## src/inc/psag_pkg.sv

```systemverilog
package psag_pkg;
	localparam int PSAG_ADDR_W = 24;
	localparam int PSAG_PC_W = 23;
	localparam int PSAG_WORD_W = 24;
	localparam int PSAG_DATA_W = 16;
	localparam int PSAG_PAGE_W = 8;
	localparam int PSAG_TOP_BIT = 23;
	localparam int PSAG_PAGE_TOP = 7;
	localparam int PSAG_VIS_EA_W = 15;
	localparam logic [23:0] PSAG_USER_MAX = 24'h7FFFFE;
	localparam logic [22:0] PSAG_PC_STEP = 23'h000002;
	localparam logic [22:0] PSAG_PC_RESET = 23'h000000;
	localparam logic [7:0] PSAG_PAGE_RESET = 8'h00;
	localparam logic [15:0] PSAG_VIS_BASE = 16'h8000;
	localparam int PSAG_VIS_PAGE_WORDS = 16384;
	localparam int PSAG_RD_LAT = 1;

	typedef enum logic [2:0] {
		PSAG_OP_NONE,
		PSAG_OP_FETCH,
		PSAG_OP_VIS,
		PSAG_OP_RD_LOW,
		PSAG_OP_RD_HIGH,
		PSAG_OP_WR_LOW,
		PSAG_OP_WR_HIGH
	} psag_op_t;
endpackage

```

## src/inc/psag_lane_if.sv

```systemverilog
`timescale 1ns/100ps
interface psag_lane_if;
	import psag_pkg::*;
	logic [PSAG_WORD_W-1:0] word;
	logic high_sel;
	logic byte_mode;
	logic byte_sel;
	logic [PSAG_DATA_W-1:0] data;
	modport src (output word, output high_sel, output byte_mode, output byte_sel, input data);
	modport mux (input word, input high_sel, input byte_mode, input byte_sel, output data);
endinterface

```

## src/hw/psag_lane_mux.sv

```systemverilog
`timescale 1ns/100ps
module psag_lane_mux
	import psag_pkg::*;
(
	psag_lane_if.mux lane
);
	wire [7:0] low_byte = lane.byte_sel ? lane.word[15:8] : lane.word[7:0];
	wire [7:0] high_byte = lane.byte_sel ? 8'h00 : lane.word[23:16];
	wire [15:0] low_res = lane.byte_mode ? {8'h00, low_byte} : lane.word[15:0];
	wire [15:0] high_res = lane.byte_mode ? {8'h00, high_byte} : {8'h00, lane.word[23:16]};
	// upper byte only ever reaches data through the high path
	assign lane.data = lane.high_sel ? high_res : low_res;
endmodule

```

## src/hw/psag_top.sv

```systemverilog
`timescale 1ns/100ps
module psag_top
	import psag_pkg::*;
(
	// clock, reset, enable
	input wire logic core_clk,
	input wire logic rst_n,
	input wire logic clk_en,
	// program counter control
	input wire logic pc_advance,
	input wire logic pc_load,
	input wire logic [22:0] pc_load_value,
	output logic [22:0] pc_out,
	// page registers
	input wire logic table_page_we,
	input wire logic [7:0] table_page_wdata,
	input wire logic visibility_page_we,
	input wire logic [7:0] visibility_page_wdata,
	input wire logic program_visibility_enable,
	output logic [7:0] table_page_reg,
	output logic [7:0] visibility_page_reg,
	// access request from the decoder
	input wire logic req_valid,
	input wire psag_op_t req_op,
	input wire logic [15:0] req_ea,
	input wire logic req_byte,
	// program memory side
	output logic [23:0] pm_addr,
	output logic pm_rd,
	output logic pm_config,
	input wire logic [23:0] pm_rdata,
	// flash programming hand-off
	output logic flash_wr_valid,
	output logic flash_wr_high,
	output logic [23:0] flash_wr_addr,
	output logic [15:0] flash_wr_data,
	input wire logic [15:0] req_wdata,
	// results
	output logic [23:0] instr_word,
	output logic instr_valid,
	output logic [15:0] rd_data,
	output logic rd_valid,
	output logic addr_fault
);
	logic [22:0] pc_q, pc_d;
	logic [7:0] tpage_q, vpage_q;
	logic [23:0] addr_q;
	logic rd_q, cfg_q, fault_q;
	logic fw_valid_q, fw_high_q;
	logic [23:0] fw_addr_q;
	logic [15:0] fw_data_q;
	psag_op_t pend_q;
	logic pend_byte_q, pend_bsel_q;
	logic [23:0] instr_q;
	logic instr_v_q;
	logic [15:0] rdata_q;
	logic rd_v_q;

	// address construction per access kind
	wire [23:0] fetch_addr = {1'b0, pc_q[22:1], 1'b0};
	wire [23:0] table_addr = {tpage_q, req_ea};
	wire [23:0] vis_addr = {1'b0, vpage_q, req_ea[14:0]};
	wire is_table = (req_op == PSAG_OP_RD_LOW) || (req_op == PSAG_OP_RD_HIGH) ||
		(req_op == PSAG_OP_WR_LOW) || (req_op == PSAG_OP_WR_HIGH);
	wire is_write = (req_op == PSAG_OP_WR_LOW) || (req_op == PSAG_OP_WR_HIGH);
	// visibility only answers for the upper half of data space
	wire vis_hit = program_visibility_enable && req_ea[15];
	wire is_vis = (req_op == PSAG_OP_VIS) && vis_hit;
	wire [23:0] raw_addr = is_table ? table_addr : (is_vis ? vis_addr : fetch_addr);
	// bit 23 survives only on table accesses; byte select is ea bit 0 on table ops
	wire [23:0] eff_addr = is_table ? raw_addr : {1'b0, raw_addr[22:0]};
	// the word grain makes bit 0 a byte select, memory sees the even address
	wire [23:0] mem_addr = {eff_addr[23:1], 1'b0};
	// judged on the word address, so an odd ea on the top visibility word is still legal
	wire over_user = !is_table && (mem_addr > PSAG_USER_MAX);
	wire do_read = req_valid && !is_write && (req_op != PSAG_OP_NONE) &&
		!over_user && (req_op != PSAG_OP_VIS || vis_hit);
	wire do_flash = req_valid && is_write;
	wire is_high = (pend_q == PSAG_OP_RD_HIGH);

	psag_lane_if lane ();
	assign lane.word = pm_rdata;
	assign lane.high_sel = is_high;
	assign lane.byte_mode = pend_byte_q;
	assign lane.byte_sel = pend_bsel_q;
	psag_lane_mux u_lane (
		.lane(lane)
	);

	// program counter keeps word steps of two so it lines up with data addresses
	assign pc_d = pc_load ? {pc_load_value[22:1], 1'b0} : pc_q + PSAG_PC_STEP;

	always_ff @(posedge core_clk) begin
		if (!rst_n) begin
			pc_q <= PSAG_PC_RESET;
			tpage_q <= PSAG_PAGE_RESET;
			vpage_q <= PSAG_PAGE_RESET;
		end else if (clk_en) begin
			if (pc_load || pc_advance) begin
				pc_q <= pc_d;
			end
			if (table_page_we) begin
				tpage_q <= table_page_wdata;
			end
			if (visibility_page_we) begin
				vpage_q <= visibility_page_wdata;
			end
		end
	end

	always_ff @(posedge core_clk) begin
		if (!rst_n) begin
			addr_q <= 24'h000000;
			rd_q <= 1'b0;
			cfg_q <= 1'b0;
			fault_q <= 1'b0;
			pend_q <= PSAG_OP_NONE;
			pend_byte_q <= 1'b0;
			pend_bsel_q <= 1'b0;
		end else if (clk_en) begin
			addr_q <= mem_addr;
			rd_q <= do_read;
			cfg_q <= is_table && tpage_q[PSAG_PAGE_TOP];
			fault_q <= req_valid && over_user;
			pend_q <= do_read ? req_op : PSAG_OP_NONE;
			pend_byte_q <= req_byte;
			pend_bsel_q <= req_ea[0];
		end
	end

	always_ff @(posedge core_clk) begin
		if (!rst_n) begin
			fw_valid_q <= 1'b0;
			fw_high_q <= 1'b0;
			fw_addr_q <= 24'h000000;
			fw_data_q <= 16'h0000;
		end else if (clk_en) begin
			fw_valid_q <= do_flash;
			fw_high_q <= req_op == PSAG_OP_WR_HIGH;
			fw_addr_q <= mem_addr;
			fw_data_q <= req_wdata;
		end
	end

	// read data returns one cycle after pm_rd
	always_ff @(posedge core_clk) begin
		if (!rst_n) begin
			instr_q <= 24'h000000;
			instr_v_q <= 1'b0;
			rdata_q <= 16'h0000;
			rd_v_q <= 1'b0;
		end else if (clk_en) begin
			instr_v_q <= pend_q == PSAG_OP_FETCH;
			if (pend_q == PSAG_OP_FETCH) begin
				instr_q <= pm_rdata;
			end
			rd_v_q <= (pend_q != PSAG_OP_FETCH) && (pend_q != PSAG_OP_NONE);
			if (pend_q == PSAG_OP_VIS) begin
				rdata_q <= pm_rdata[15:0];
			end else if (pend_q != PSAG_OP_NONE) begin
				rdata_q <= lane.data;
			end
		end
	end

	assign pc_out = pc_q;
	assign table_page_reg = tpage_q;
	assign visibility_page_reg = vpage_q;
	assign pm_addr = addr_q;
	assign pm_rd = rd_q;
	assign pm_config = cfg_q;
	assign addr_fault = fault_q;
	assign flash_wr_valid = fw_valid_q;
	assign flash_wr_high = fw_high_q;
	assign flash_wr_addr = fw_addr_q;
	assign flash_wr_data = fw_data_q;
	assign instr_word = instr_q;
	assign instr_valid = instr_v_q;
	assign rd_data = rdata_q;
	assign rd_valid = rd_v_q;
endmodule

```

## config.mk

```make
export PLATFORM = sky130hd
export DESIGN_NAME = psag_top
export DESIGN_NICKNAME = d
export VERILOG_FILES = /design/src/inc/psag_pkg.sv /design/src/inc/psag_lane_if.sv /design/src/hw/psag_lane_mux.sv /design/src/hw/psag_top.sv
export SDC_FILE = /design/constraint.sdc
export NUM_CORES = 1
export LEC_CHECK = 0
export BUFFER_PORTS_ARGS = -buffer_cell sky130_fd_sc_hd__buf_2
export CAP_MARGIN = 10
export CORE_MARGIN = 2
export CORE_UTILIZATION = 48
export CTS_CLUSTER_SIZE = 25
export DETAILED_ROUTE_END_ITERATION = 10
export GPL_TIMING_DRIVEN = 0
export PLACE_DENSITY_LB_ADDON = 0.25
export SYNTH_ARGS = -nofsm -noshare
export SYNTH_HDL_FRONTEND = slang
export SYNTH_SLANG_ARGS = --single-unit
```

## constraint.sdc

```tcl
create_clock -name core_clk -period 2.4 [get_ports core_clk]
set_input_delay 0.48 -clock core_clk [delete_from_list [all_inputs] [get_ports core_clk]]
set_output_delay 0.48 -clock core_clk [all_outputs]
set_load 0.005 [all_outputs]
```

==> impl_metrics.tcl, run 1 <==
set metrics [dict create \
    status "complete, no violations" \
    grt_usage_pct 28.5 \
    grt_most_used_layer "met2" \
    nets 1096 \
    slew_viol_final 0 \
    synth.ff_latch_count 128 \
    antenna_found_initial 2 \
    grt_pass1_vias 5838 \
    max-vdd-ir-drop_uv 497 \
    yosys_warnings 0 \
    postLayoutCoreUtil_pct 66.7 \
    min_period_ps 2210 \
    fp.dieW_um 116 \
    cpPeakStageDelay_ps 600 \
    die_h_um 116 \
    cts_made_buffers 17 \
    place.gp.congestion 0.936 \
    drtAntennaViolNets 0 \
    cp-end-kind "register" \
    rrSetupSlack_ps 190 \
    largest_reg_flops 24 \
    fp.coreArea_sq_um 12100 \
    wire_per_inst_um 16.9 \
    tritoncts "yes" \
    maxSlewHeadroom_pct 50.6 \
    start_util_pct 49.6 \
    ioPinCount 258 \
    synth_edf_count 0 \
    syn_area_sq_um 6010 \
    rsz0062_at_grt "false" \
    min_to "flash_wr_data[8]$_SDFFE_PN0P_" \
    drt_iter0_drc 512 \
    grt_max_degree 17 \
    use_met1_pct 35.1 \
    insertion_delay_ps 420 \
    fmaxAchievable_ghz 0.453 \
    cp-start-kind "register" \
    holdPathStages 3 \
    port_buffers 248 \
    num_rows 40 \
    setup_viol 0 \
    async_flop_share_pct 0 \
    die_area_sq_um 13400 \
    cts_resized 0 \
    crit_type "reg -> reg" \
    final_layout_size_suffix_gt1_share_pct 33.5 \
    dp_hpwl_mm 14.6 \
    numClockSinks 128 \
    power.total_w 0.00567 \
    first_pass_iters 5 \
    rr_startpoint "pc_out[2]$_SDFFE_PN0P_" \
    reg2reg_to "pc_out[21]$_SDFFE_PN0P_" \
    maxCapViolations 0 \
    power_leakage_nw 3.80 \
    arrival_ps 2510 \
    clock_skew_ps 8.09 \
    grt_first_pass_wirelength_mm 29.6 \
    worst_pin_slew_ps 741 \
    ff2ff_path_depth 5 \
    synth_ff_type "dfxtp_1" \
    syn_to_final_growth_pct 34.3 \
    cts_hold_buf 0 \
    overflow 0 \
    post_cts_buffers 0 \
    synth.avg_cell_area_sq_um 8.37 \
    grt_use_met2_pct 46.6 \
    vias_per_cell 5.55 \
    cts.clk_slew.worst_paths_ps 50 \
    htreeDepth 4 \
    hold_path.class "in -> reg" \
    crit_fanout 8 \
    grtUsageMet3_pct 8.21 \
    p_per_area_nw_per_um2 702 \
    vias 6485 \
    hp-start "req_wdata[8]" \
    netlist_instances 718 \
    worst_path_max_delay_cell "nor4_4" \
    cts_buffer_depth 2 \
    drc 0 \
    synth_seq_area_share_pct 42.6 \
    crit_required_ps 2700 \
    finalCritPeriodShare_pct 91.9 \
    path_buf_inv 0 \
    synth_cell_types 67 \
    crit_chain "ha_1, nand3_1, nor4_4, a21oi_1, o31a_1" \
    drt_wl_total_mm 19.8 \
    cts_root_buffer "clkbuf_16" \
    worst_path_dominant_cell_family "simple AND/OR/NAND/NOR gates" \
    hold_viol 0 \
]
==> through the flow <==
step           setup WS [ps]  std cells  setup TNS, ps  area (sq um)  hold WS (ps)
6_report                 194       1169              0          8080           297
4_1_cts                  264       1168              0          8070           284
3_3_place_gp            31.2       1136              0          7470           431
5_1_grt                  166       1169              0          8080           300
3_5_place_dp           -7.06       1136          -7.06          7470           438
2_1_floorplan            581        720              0          6020           451
==> worst min-delay path, cell delays in order <==
cell	delay, ps
buf_2	70
mux2i_1	50
nor2_1	70
==> cell type report <==
class	instances	area, sq um
tap	168	210
timing repair buffer	248	1240
clock inverter	5	100
buffer	88	470
sequential	128	2560
antenna	1	2.50
multi-input combinational	495	2950
fill	1077	4040
inverter	9	33.8
clock buffer	27	503
==> how the worst max path moves through the flow <==
| stage | slack, ps | cells after the start | start | to |
|---|---|---|---|---|
| after floorplan | 580 | 6 | req_op[0] | flash_wr_addr[1]$_SDFFE_PN0P_ |
| after global placement | 30 | 5 | rst_n | pc_out[8]$_SDFFE_PN0P_ |
| after detailed placement | -7 | 5 | rst_n | pc_out[3]$_SDFFE_PN0P_ |
| after CTS | 260 | 5 | pc_out[1]$_SDFFE_PN0P_ | pc_out[21]$_SDFFE_PN0P_ |
| after global routing | 170 | 5 | pc_out[2]$_SDFFE_PN0P_ | pc_out[19]$_SDFFE_PN0P_ |
| final | 190 | 5 | pc_out[2]$_SDFFE_PN0P_ | pc_out[21]$_SDFFE_PN0P_ |
==> where the power goes <==
| part | total (W) | switching, W | leakage (nW) | internal [W] |
|---|---|---|---|---|
| logic | 0.000721 | 0.000389 | 2.46 | 0.000332 |
| clock network | 0.00263 | 0.000893 | 0.296 | 0.00174 |
| registers | 0.00232 | 0.0000915 | 1.05 | 0.00222 |
| total | 0.00567 | 0.00137 | 3.80 | 0.00430 |
==> Yosys cell counts, drive strengths merged, types with 9 or more instances <==
library cell  count  area, sq um
dfxtp           128         2560
nand2            91          342
a21oi            76          380
nor2             55          206
buf              52          335
nand3            38          195
clkbuf           36          135
mux2i            35          350
o21ai            34          170
and3             17          106
a22oi            11         82.6
a31oi            11         68.8
o31ai            11         82.6
a211oi           10         87.6
nand3b            9         67.6
==> cell families (layout without fill, tap and decap cells) <==
group,Yosys count,count (layout),share of synthesized area (%)
XOR/XNOR,1,1,0.146
buffers and inverters,97,377,8.39
AO/OA/AOI/OAI,200,200,21.5
AND/OR/NAND/NOR,253,253,20.9
flip-flops,128,128,42.6
adder cells (fa/ha/maj),1,1,0.208
other,1,4,0.0624
multiplexers,37,37,6.20
==> metal layers <==
metal	part of all wire [%]	wire length [um]	vias to the layer above
li1	-	-	3088
met1	41	8100	2986
met2	46	9120	362
met3	9.9	1960	47
met4	3.1	605	2
met5	0.035	7	-
==> cell usage in the layout (no fill, tap or decap), types with 4 or more instances in the layout <==
cell,synthesis,routed
and3_1,17,17
nand3_1,37,37
a32o_1,7,7
a31oi_1,11,11
nand2_1,91,91
a311oi_1,4,4
o22a_1,7,7
buf_2,16,264
clkbuf_8,0,4
buf_1,7,7
a21oi_1,76,76
nor2_1,55,55
inv_1,8,8
nand3b_1,9,9
o21ai_0,29,29
a211oi_1,9,9
nand2b_1,8,8
o21ai_1,5,5
nand4_1,6,6
and4_1,4,4
a22oi_1,11,11
dfxtp_1,128,128
clkbuf_1,36,42
clkbuf_16,0,17
o31ai_1,11,11
mux2i_1,35,35
buf_4,27,27
(Power assumes the default switching activity.)
==> inputs of run 2 (changes only) <==
Settings changed: CORE_MARGIN 2 to default, SYNTH_HIERARCHICAL from default to 1.
==> impl_metrics.tcl, run 2 <==
set metrics [dict create \
    num_rows 40 \
    pwr-share-comb_pct 13.0 \
    synth.ff_latch_count 128 \
    syn_to_final_growth_pct 34.4 \
    first_pass_iters 7 \
    cp-start-kind "register" \
    crit_fanout 7 \
    cp-end-kind "register" \
    yosysTopAreaCellShare_pct 42.0 \
    grt_first_pass_wirelength_mm 29.6 \
    worst_pin_slew_ps 752 \
    fmaxAchievable_ghz 0.473 \
    setup_tns_ps 0 \
    yosys.area.top_type "dfxtp_1" \
    hold_viol 0 \
    place.gp.congestion 0.920 \
    synth_ff_type "dfxtp_1" \
    yosysMostFrequentCell "dfxtp_1" \
    drt_wl_total_mm 19.1 \
    max-vdd-ir-drop_uv 486 \
    clock_skew_ps 5.79 \
    sequentialPowerShare_pct 40.1 \
    worst_path_dominant_cell_family "simple AND/OR/NAND/NOR gates" \
    maxCapViolations 0 \
    cts_root_buffer "clkbuf_16" \
    reg2reg_to "pc_out[21]$_SDFFE_PN0P_" \
    ff2ff_path_depth 6 \
    hold_path.class "in -> reg" \
    path_buf_inv 0 \
    port_buffers 249 \
    fp.coreArea_sq_um 12200 \
    grt_usage_pct 29.2 \
    antenna_found_initial 1 \
    grt_max_degree 17 \
    numClockSinks 128 \
    vias_per_cell 5.37 \
    crit_type "reg -> reg" \
    insertion_delay_ps 420 \
    cts_buffer_depth 2 \
    min_period_ps 2120 \
    rr_startpoint "pc_out[1]$_SDFFE_PN0P_" \
    p_per_area_nw_per_um2 704 \
    synth_seq_area_share_pct 42.0 \
    die_area_sq_um 13200 \
    ys_top_cells_by_count "128 x dfxtp_1, 96 x nand2_1, 79 x a21oi_1, 67 x mux2i_1, 65 x nor2_1" \
    use_met1_pct 36.6 \
    cts.clk_slew.worst_paths_ps 60 \
    yosys_warnings 6 \
    wire_per_inst_um 16.2 \
    htreeDepth 4 \
    layout_common_cells "257 x buf_2, 128 x dfxtp_1, 96 x nand2_1" \
    ioPinCount 258 \
    synthTopCellsByArea "dfxtp_1 42%, mux2i_1 11%, a21oi_1 6.5%, nand2_1 5.9%, nor2_1 4.0%" \
    arrival_ps 2460 \
    switching_share_pct 24.8 \
    start_util_pct 50.0 \
    vias 6323 \
    dp_hpwl_mm 14.2 \
    fp.dieW_um 115 \
    holdPathStages 3 \
    cpPeakStageDelay_ps 450 \
    slew_viol_final 0 \
    cts_hold_buf 0 \
    grt_most_used_layer "met2" \
    cts_resized 0 \
    internal_power_w 0.00435 \
    rsz0062_at_grt "false" \
    tritoncts "yes" \
    hp-start "req_wdata[1]" \
    cts_made_buffers 17 \
    maxSlewHeadroom_pct 49.4 \
    ff_latch_area_sq_um 2560 \
    final_layout_size_suffix_gt1_share_pct 34.8 \
    nets 1104 \
    min_to "flash_wr_data[1]$_SDFFE_PN0P_" \
    rrSetupSlack_ps 280 \
    multi_input_area_sq_um 3050 \
    mostFrequentLayoutCell "buf_2" \
    crit_chain "ha_1, nand3_1, nor4_2, nand2_1, or3_1, a21oi_1" \
    netlist_instances 725 \
    fill_cells 1123 \
    setup_viol 0 \
    power_leakage_nw 3.74 \
    cp.depth 6 \
    drtAntennaViolNets 0 \
    drc 0 \
    post_cts_buffers 0 \
    postLayoutCoreUtil_pct 67.2 \
    p_sw_w 0.00143 \
    status "complete, no violations" \
    overflow 0 \
    synth_cell_types 57 \
    grtUsageMet3_pct 7.54 \
    worst_path_max_delay_cell "dfxtp_1" \
    crit_required_ps 2740 \
    largest_reg_flops 24 \
    syn_area_sq_um 6110 \
    p_clk_share_pct 46.9 \
    die_h_um 115 \
    grt_pass1_vias 5756 \
    synth.avg_cell_area_sq_um 8.43 \
    grt_use_met2_pct 47.9 \
    finalCritPeriodShare_pct 88.2 \
    drt_iter0_drc 497 \
    async_flop_share_pct 0 \
    synth_edf_count 0 \
]
[run 2: cell count changes after synthesis, moves of 11 or more]
cell     previous run  this run
and3_1             17         5
mux2i_1            35        67
nand3_1            37        26
o21ai_0            29        40
[run 2: worst max path at each step]
stage | end | start
2_1_floorplan | pc_out[21]$_SDFFE_PN0P_ | pc_out[1]$_SDFFE_PN0P_
3_3_place_gp | table_page_reg[4]$_SDFFE_PN0P_ | clk_en
3_5_place_dp | table_page_reg[5]$_SDFFE_PN0P_ | clk_en
4_1_cts | pc_out[21]$_SDFFE_PN0P_ | pc_out[1]$_SDFFE_PN0P_
5_1_grt | pc_out[21]$_SDFFE_PN0P_ | pc_out[1]$_SDFFE_PN0P_
6_report | pc_out[21]$_SDFFE_PN0P_ | pc_out[1]$_SDFFE_PN0P_
[run 2: power groups by stage]
| stage | Combinational [W] | Clock, W | Sequential, W |
|---|---|---|---|
| final | 0.000750 | 0.00271 | 0.00232 |
| after global routing | 0.000829 | 0.00284 | 0.00233 |
| after CTS | 0.000747 | 0.00273 | 0.00232 |
| after detailed placement | 0.000743 | 0 | 0.00236 |
| after global placement | 0.000735 | 0 | 0.00236 |
| after floorplan | 0.000413 | 0 | 0.00235 |
[run 2: stage by stage]
| stage | instances | cell area (sq um) | hold slack, ps | total power [W] | setup WS [ps] |
|---|---|---|---|---|---|
| 6_report | 1177 | 8210 | 296 | 0.00578 | 284 |
| 5_1_grt | 1177 | 8210 | 303 | 0.00600 | 132 |
| 4_1_cts | 1176 | 8200 | 288 | 0.00579 | 209 |
| 3_5_place_dp | 1144 | 7570 | 445 | 0.00311 | -27.5 |
| 3_3_place_gp | 1144 | 7570 | 433 | 0.00310 | -28.1 |
| 2_1_floorplan | 727 | 6120 | 451 | 0.00277 | 578 |
[run 2: cell type report]
| class | instances | area share, % |
|---|---|---|
| multi-input combinational | 509 | 37.2 |
| sequential | 128 | 31.2 |
| timing repair buffer | 249 | 15.2 |
| clock buffer | 23 | 6.07 |
| buffer | 84 | 5.90 |
| tap | 168 | 2.56 |
| clock inverter | 9 | 1.57 |
| inverter | 6 | 0.274 |
| antenna | 1 | 0.0305 |
[run 2: cells by family (layout without fill, tap and decap cells)]
group	Yosys count	count (layout)	share of synthesized area, %
buf+inv	90	371	8.30
compound gates	191	191	19.2
other cells	1	4	0.0614
mux	68	68	11.2
xor+xnor	2	2	0.410
simple gates	244	244	18.7
flops	128	128	42.0
fa+ha+maj	1	1	0.205
[run 2: per-layer routing]
layer  share of wire (%)  up-vias
met5                   0        -
met4                 2.0        0
met3                 8.4       34
met2                  47      300
met1                  42     2905
li1                    -     3084
[run 2: worst reg2reg max path: cells and delay by family, from the launching register on]
family                   cells  cell delay, ps
AND/OR/NAND/NOR              4            1220
adder cells (fa/ha/maj)      1             240
AO/OA/AOI/OAI                1             140
flip-flops                   1             450
==> inputs of run 3 (changes only) <==
Settings changed: ABC_AREA from default to 1, CORE_UTILIZATION 48 to 49.
==> impl_metrics.tcl, run 3 <==
set metrics [dict create \
    largest_reg_flops 24 \
    drtAntennaViolNets 0 \
    first_pass_iters 5 \
    cts_made_buffers 17 \
    yosysMostFrequentCell "nor2_1" \
    htreeDepth 4 \
    ff2ff_path_depth 8 \
    layout_setup_ws_ps 525 \
    hold_path.class "in -> reg" \
    fp.dieW_um 116 \
    clock_skew_ps 7.59 \
    cp-end-kind "register" \
    synth.avg_cell_area_sq_um 6.92 \
    arrival_ps 2160 \
    min_period_ps 1870 \
    cts_buffer_depth 2 \
    mostFrequentLayoutCell "buf_2" \
    crit_required_ps 2690 \
    fmaxAchievable_ghz 0.533 \
    status "complete, no violations" \
    grt_max_degree 17 \
    netlist_instances 919 \
    yosys_warnings 6 \
    drt_iter0_drc 509 \
    wire_per_inst_um 15.5 \
    synth_edf_count 0 \
    port_buffers 252 \
    synthTopCellsByArea "dfxtp_1 40%, nor2_1 11%, nand2_1 9.2%, a21oi_1 6.5%, o21ai_1 5.7%" \
    vias_per_cell 5.22 \
    die_h_um 116 \
    numClockSinks 128 \
    crit_fanout 7 \
    holdPathStages 3 \
    dp_slack_ps 576 \
    slew_viol_final 0 \
    maxCapViolations 0 \
    tritoncts "yes" \
    synth_ff_type "dfxtp_1" \
    cts_hold_buf 0 \
    antenna_found_initial 1 \
    finalCritPeriodShare_pct 78.1 \
    syn_to_final_growth_pct 33.8 \
    post_cts_buffers 0 \
    ioPinCount 258 \
    final_layout_size_suffix_gt1_share_pct 33.5 \
    vias 7189 \
    yosys.area.top_type "dfxtp_1" \
    synth.ff_latch_count 128 \
    layout_common_cells "269 x buf_2, 184 x nor2_1, 155 x nand2_1" \
    syn_area_sq_um 6360 \
    synth_cell_types 43 \
    num_rows 41 \
    nets 1301 \
    grt_first_pass_wirelength_mm 31.9 \
    synth_seq_area_share_pct 40.3 \
    grt_pass1_vias 6283 \
    power_leakage_nw 4.18 \
    cts_root_buffer "clkbuf_16" \
    rsz0062_at_grt "false" \
    cp-start-kind "register" \
    setup_tns_ps 0 \
    yosysTopAreaCellShare_pct 40.3 \
    async_flop_share_pct 0 \
    place.gp.congestion 0.938 \
    overflow 0 \
    insertion_delay_ps 420 \
    ys_top_cells_by_count "184 x nor2_1, 155 x nand2_1, 128 x dfxtp_1, 82 x a21oi_1, 72 x o21ai_1" \
    fp.coreArea_sq_um 12600 \
    max-vdd-ir-drop_uv 707 \
    crit_type "reg -> reg" \
    worst_pin_slew_ps 664 \
    die_area_sq_um 13400 \
    p_per_area_nw_per_um2 723 \
    cts.clk_slew.worst_paths_ps 60 \
    drt_wl_total_mm 21.3 \
    hold_viol 0 \
    grt_usage_pct 31.6 \
    cts_resized 0 \
    setup_viol 0 \
    fill_cells 1191 \
    dp_hpwl_mm 16.3 \
    start_util_pct 50.4 \
    maxSlewHeadroom_pct 55.7 \
    drc 0 \
]
run 3: layout make-up:
class / instances / area [sq um] / area share, %
buffer: 75 / 457 / 5.37
multi-input combinational: 666 / 3140 / 36.9
clock inverter: 14 / 238 / 2.79
tap: 172 / 215 / 2.53
clock buffer: 17 / 425 / 5.00
antenna: 1 / 2.50 / 0.0294
inverter: 52 / 205 / 2.41
sequential: 128 / 2560 / 30.1
timing repair buffer: 252 / 1260 / 14.8
run 3: logic make-up after synthesis:
group	count (synthesis)	share of synthesized area, %
AO/OA/AOI/OAI	227	19.9
flip-flops	128	40.3
AND/OR/NAND/NOR	434	29.0
buffers and inverters	127	10.4
XOR/XNOR	1	0.138
other	1	0.0590
adder cells (fa/ha/maj)	1	0.197
run 3: worst paths after layout:
path	from	endpoint	slack, ps
max	pc_out[1]$_SDFFE_PN0P_	pc_out[13]$_SDFFE_PN0P_	530
max reg2reg	pc_out[1]$_SDFFE_PN0P_	pc_out[13]$_SDFFE_PN0P_	530
min reg2reg	addr_fault$_SDFFE_PN0P_	addr_fault$_SDFFE_PN0P_	430
min	req_wdata[15]	flash_wr_data[15]$_SDFFE_PN0P_	250
run 3: per-stage QoR:
step / hold WS [ps] / cells / utilization (%) / total power [W] / cell area (sq um)
6_report: 248 / 1377 / 67.4 / 0.00615 / 8510
4_1_cts: 237 / 1376 / 67.4 / 0.00615 / 8500
3_5_place_dp: 420 / 1345 / 62.1 / 0.00324 / 7840
5_1_grt: 281 / 1376 / 67.4 / 0.00637 / 8500
2_1_floorplan: 425 / 921 / - / 0.00285 / 6360
3_3_place_gp: 415 / 1345 / 62.1 / 0.00323 / 7840
run 3: report_power, final:
group / total (W) / internal, W / switching (W)
Combinational: 0.000854 / 0.000369 / 0.000485
Sequential: 0.00235 / 0.00224 / 0.000109
Clock: 0.00294 / 0.00194 / 0.000996
Total: 0.00615 / 0.00456 / 0.00159
run 3: critical path, stage by stage, from the launching register on:
cell and delay [ps]:
dfxtp_1 540, ha_1 330, nand2_1 100, nor2_1 290, inv_1 110, o21ai_1 140
nand3_1 90, nand2_1 100, a21oi_1 60
run 3: metal layers:
layer  GRT usage (%)  vias to the layer above  wire length, um
met5               0                        -                0
met4            16.1                        0              807
met3            7.37                       61             1700
met2            52.8                      341            10100
met1            38.0                     3259             8730
li1                -                     3528                -
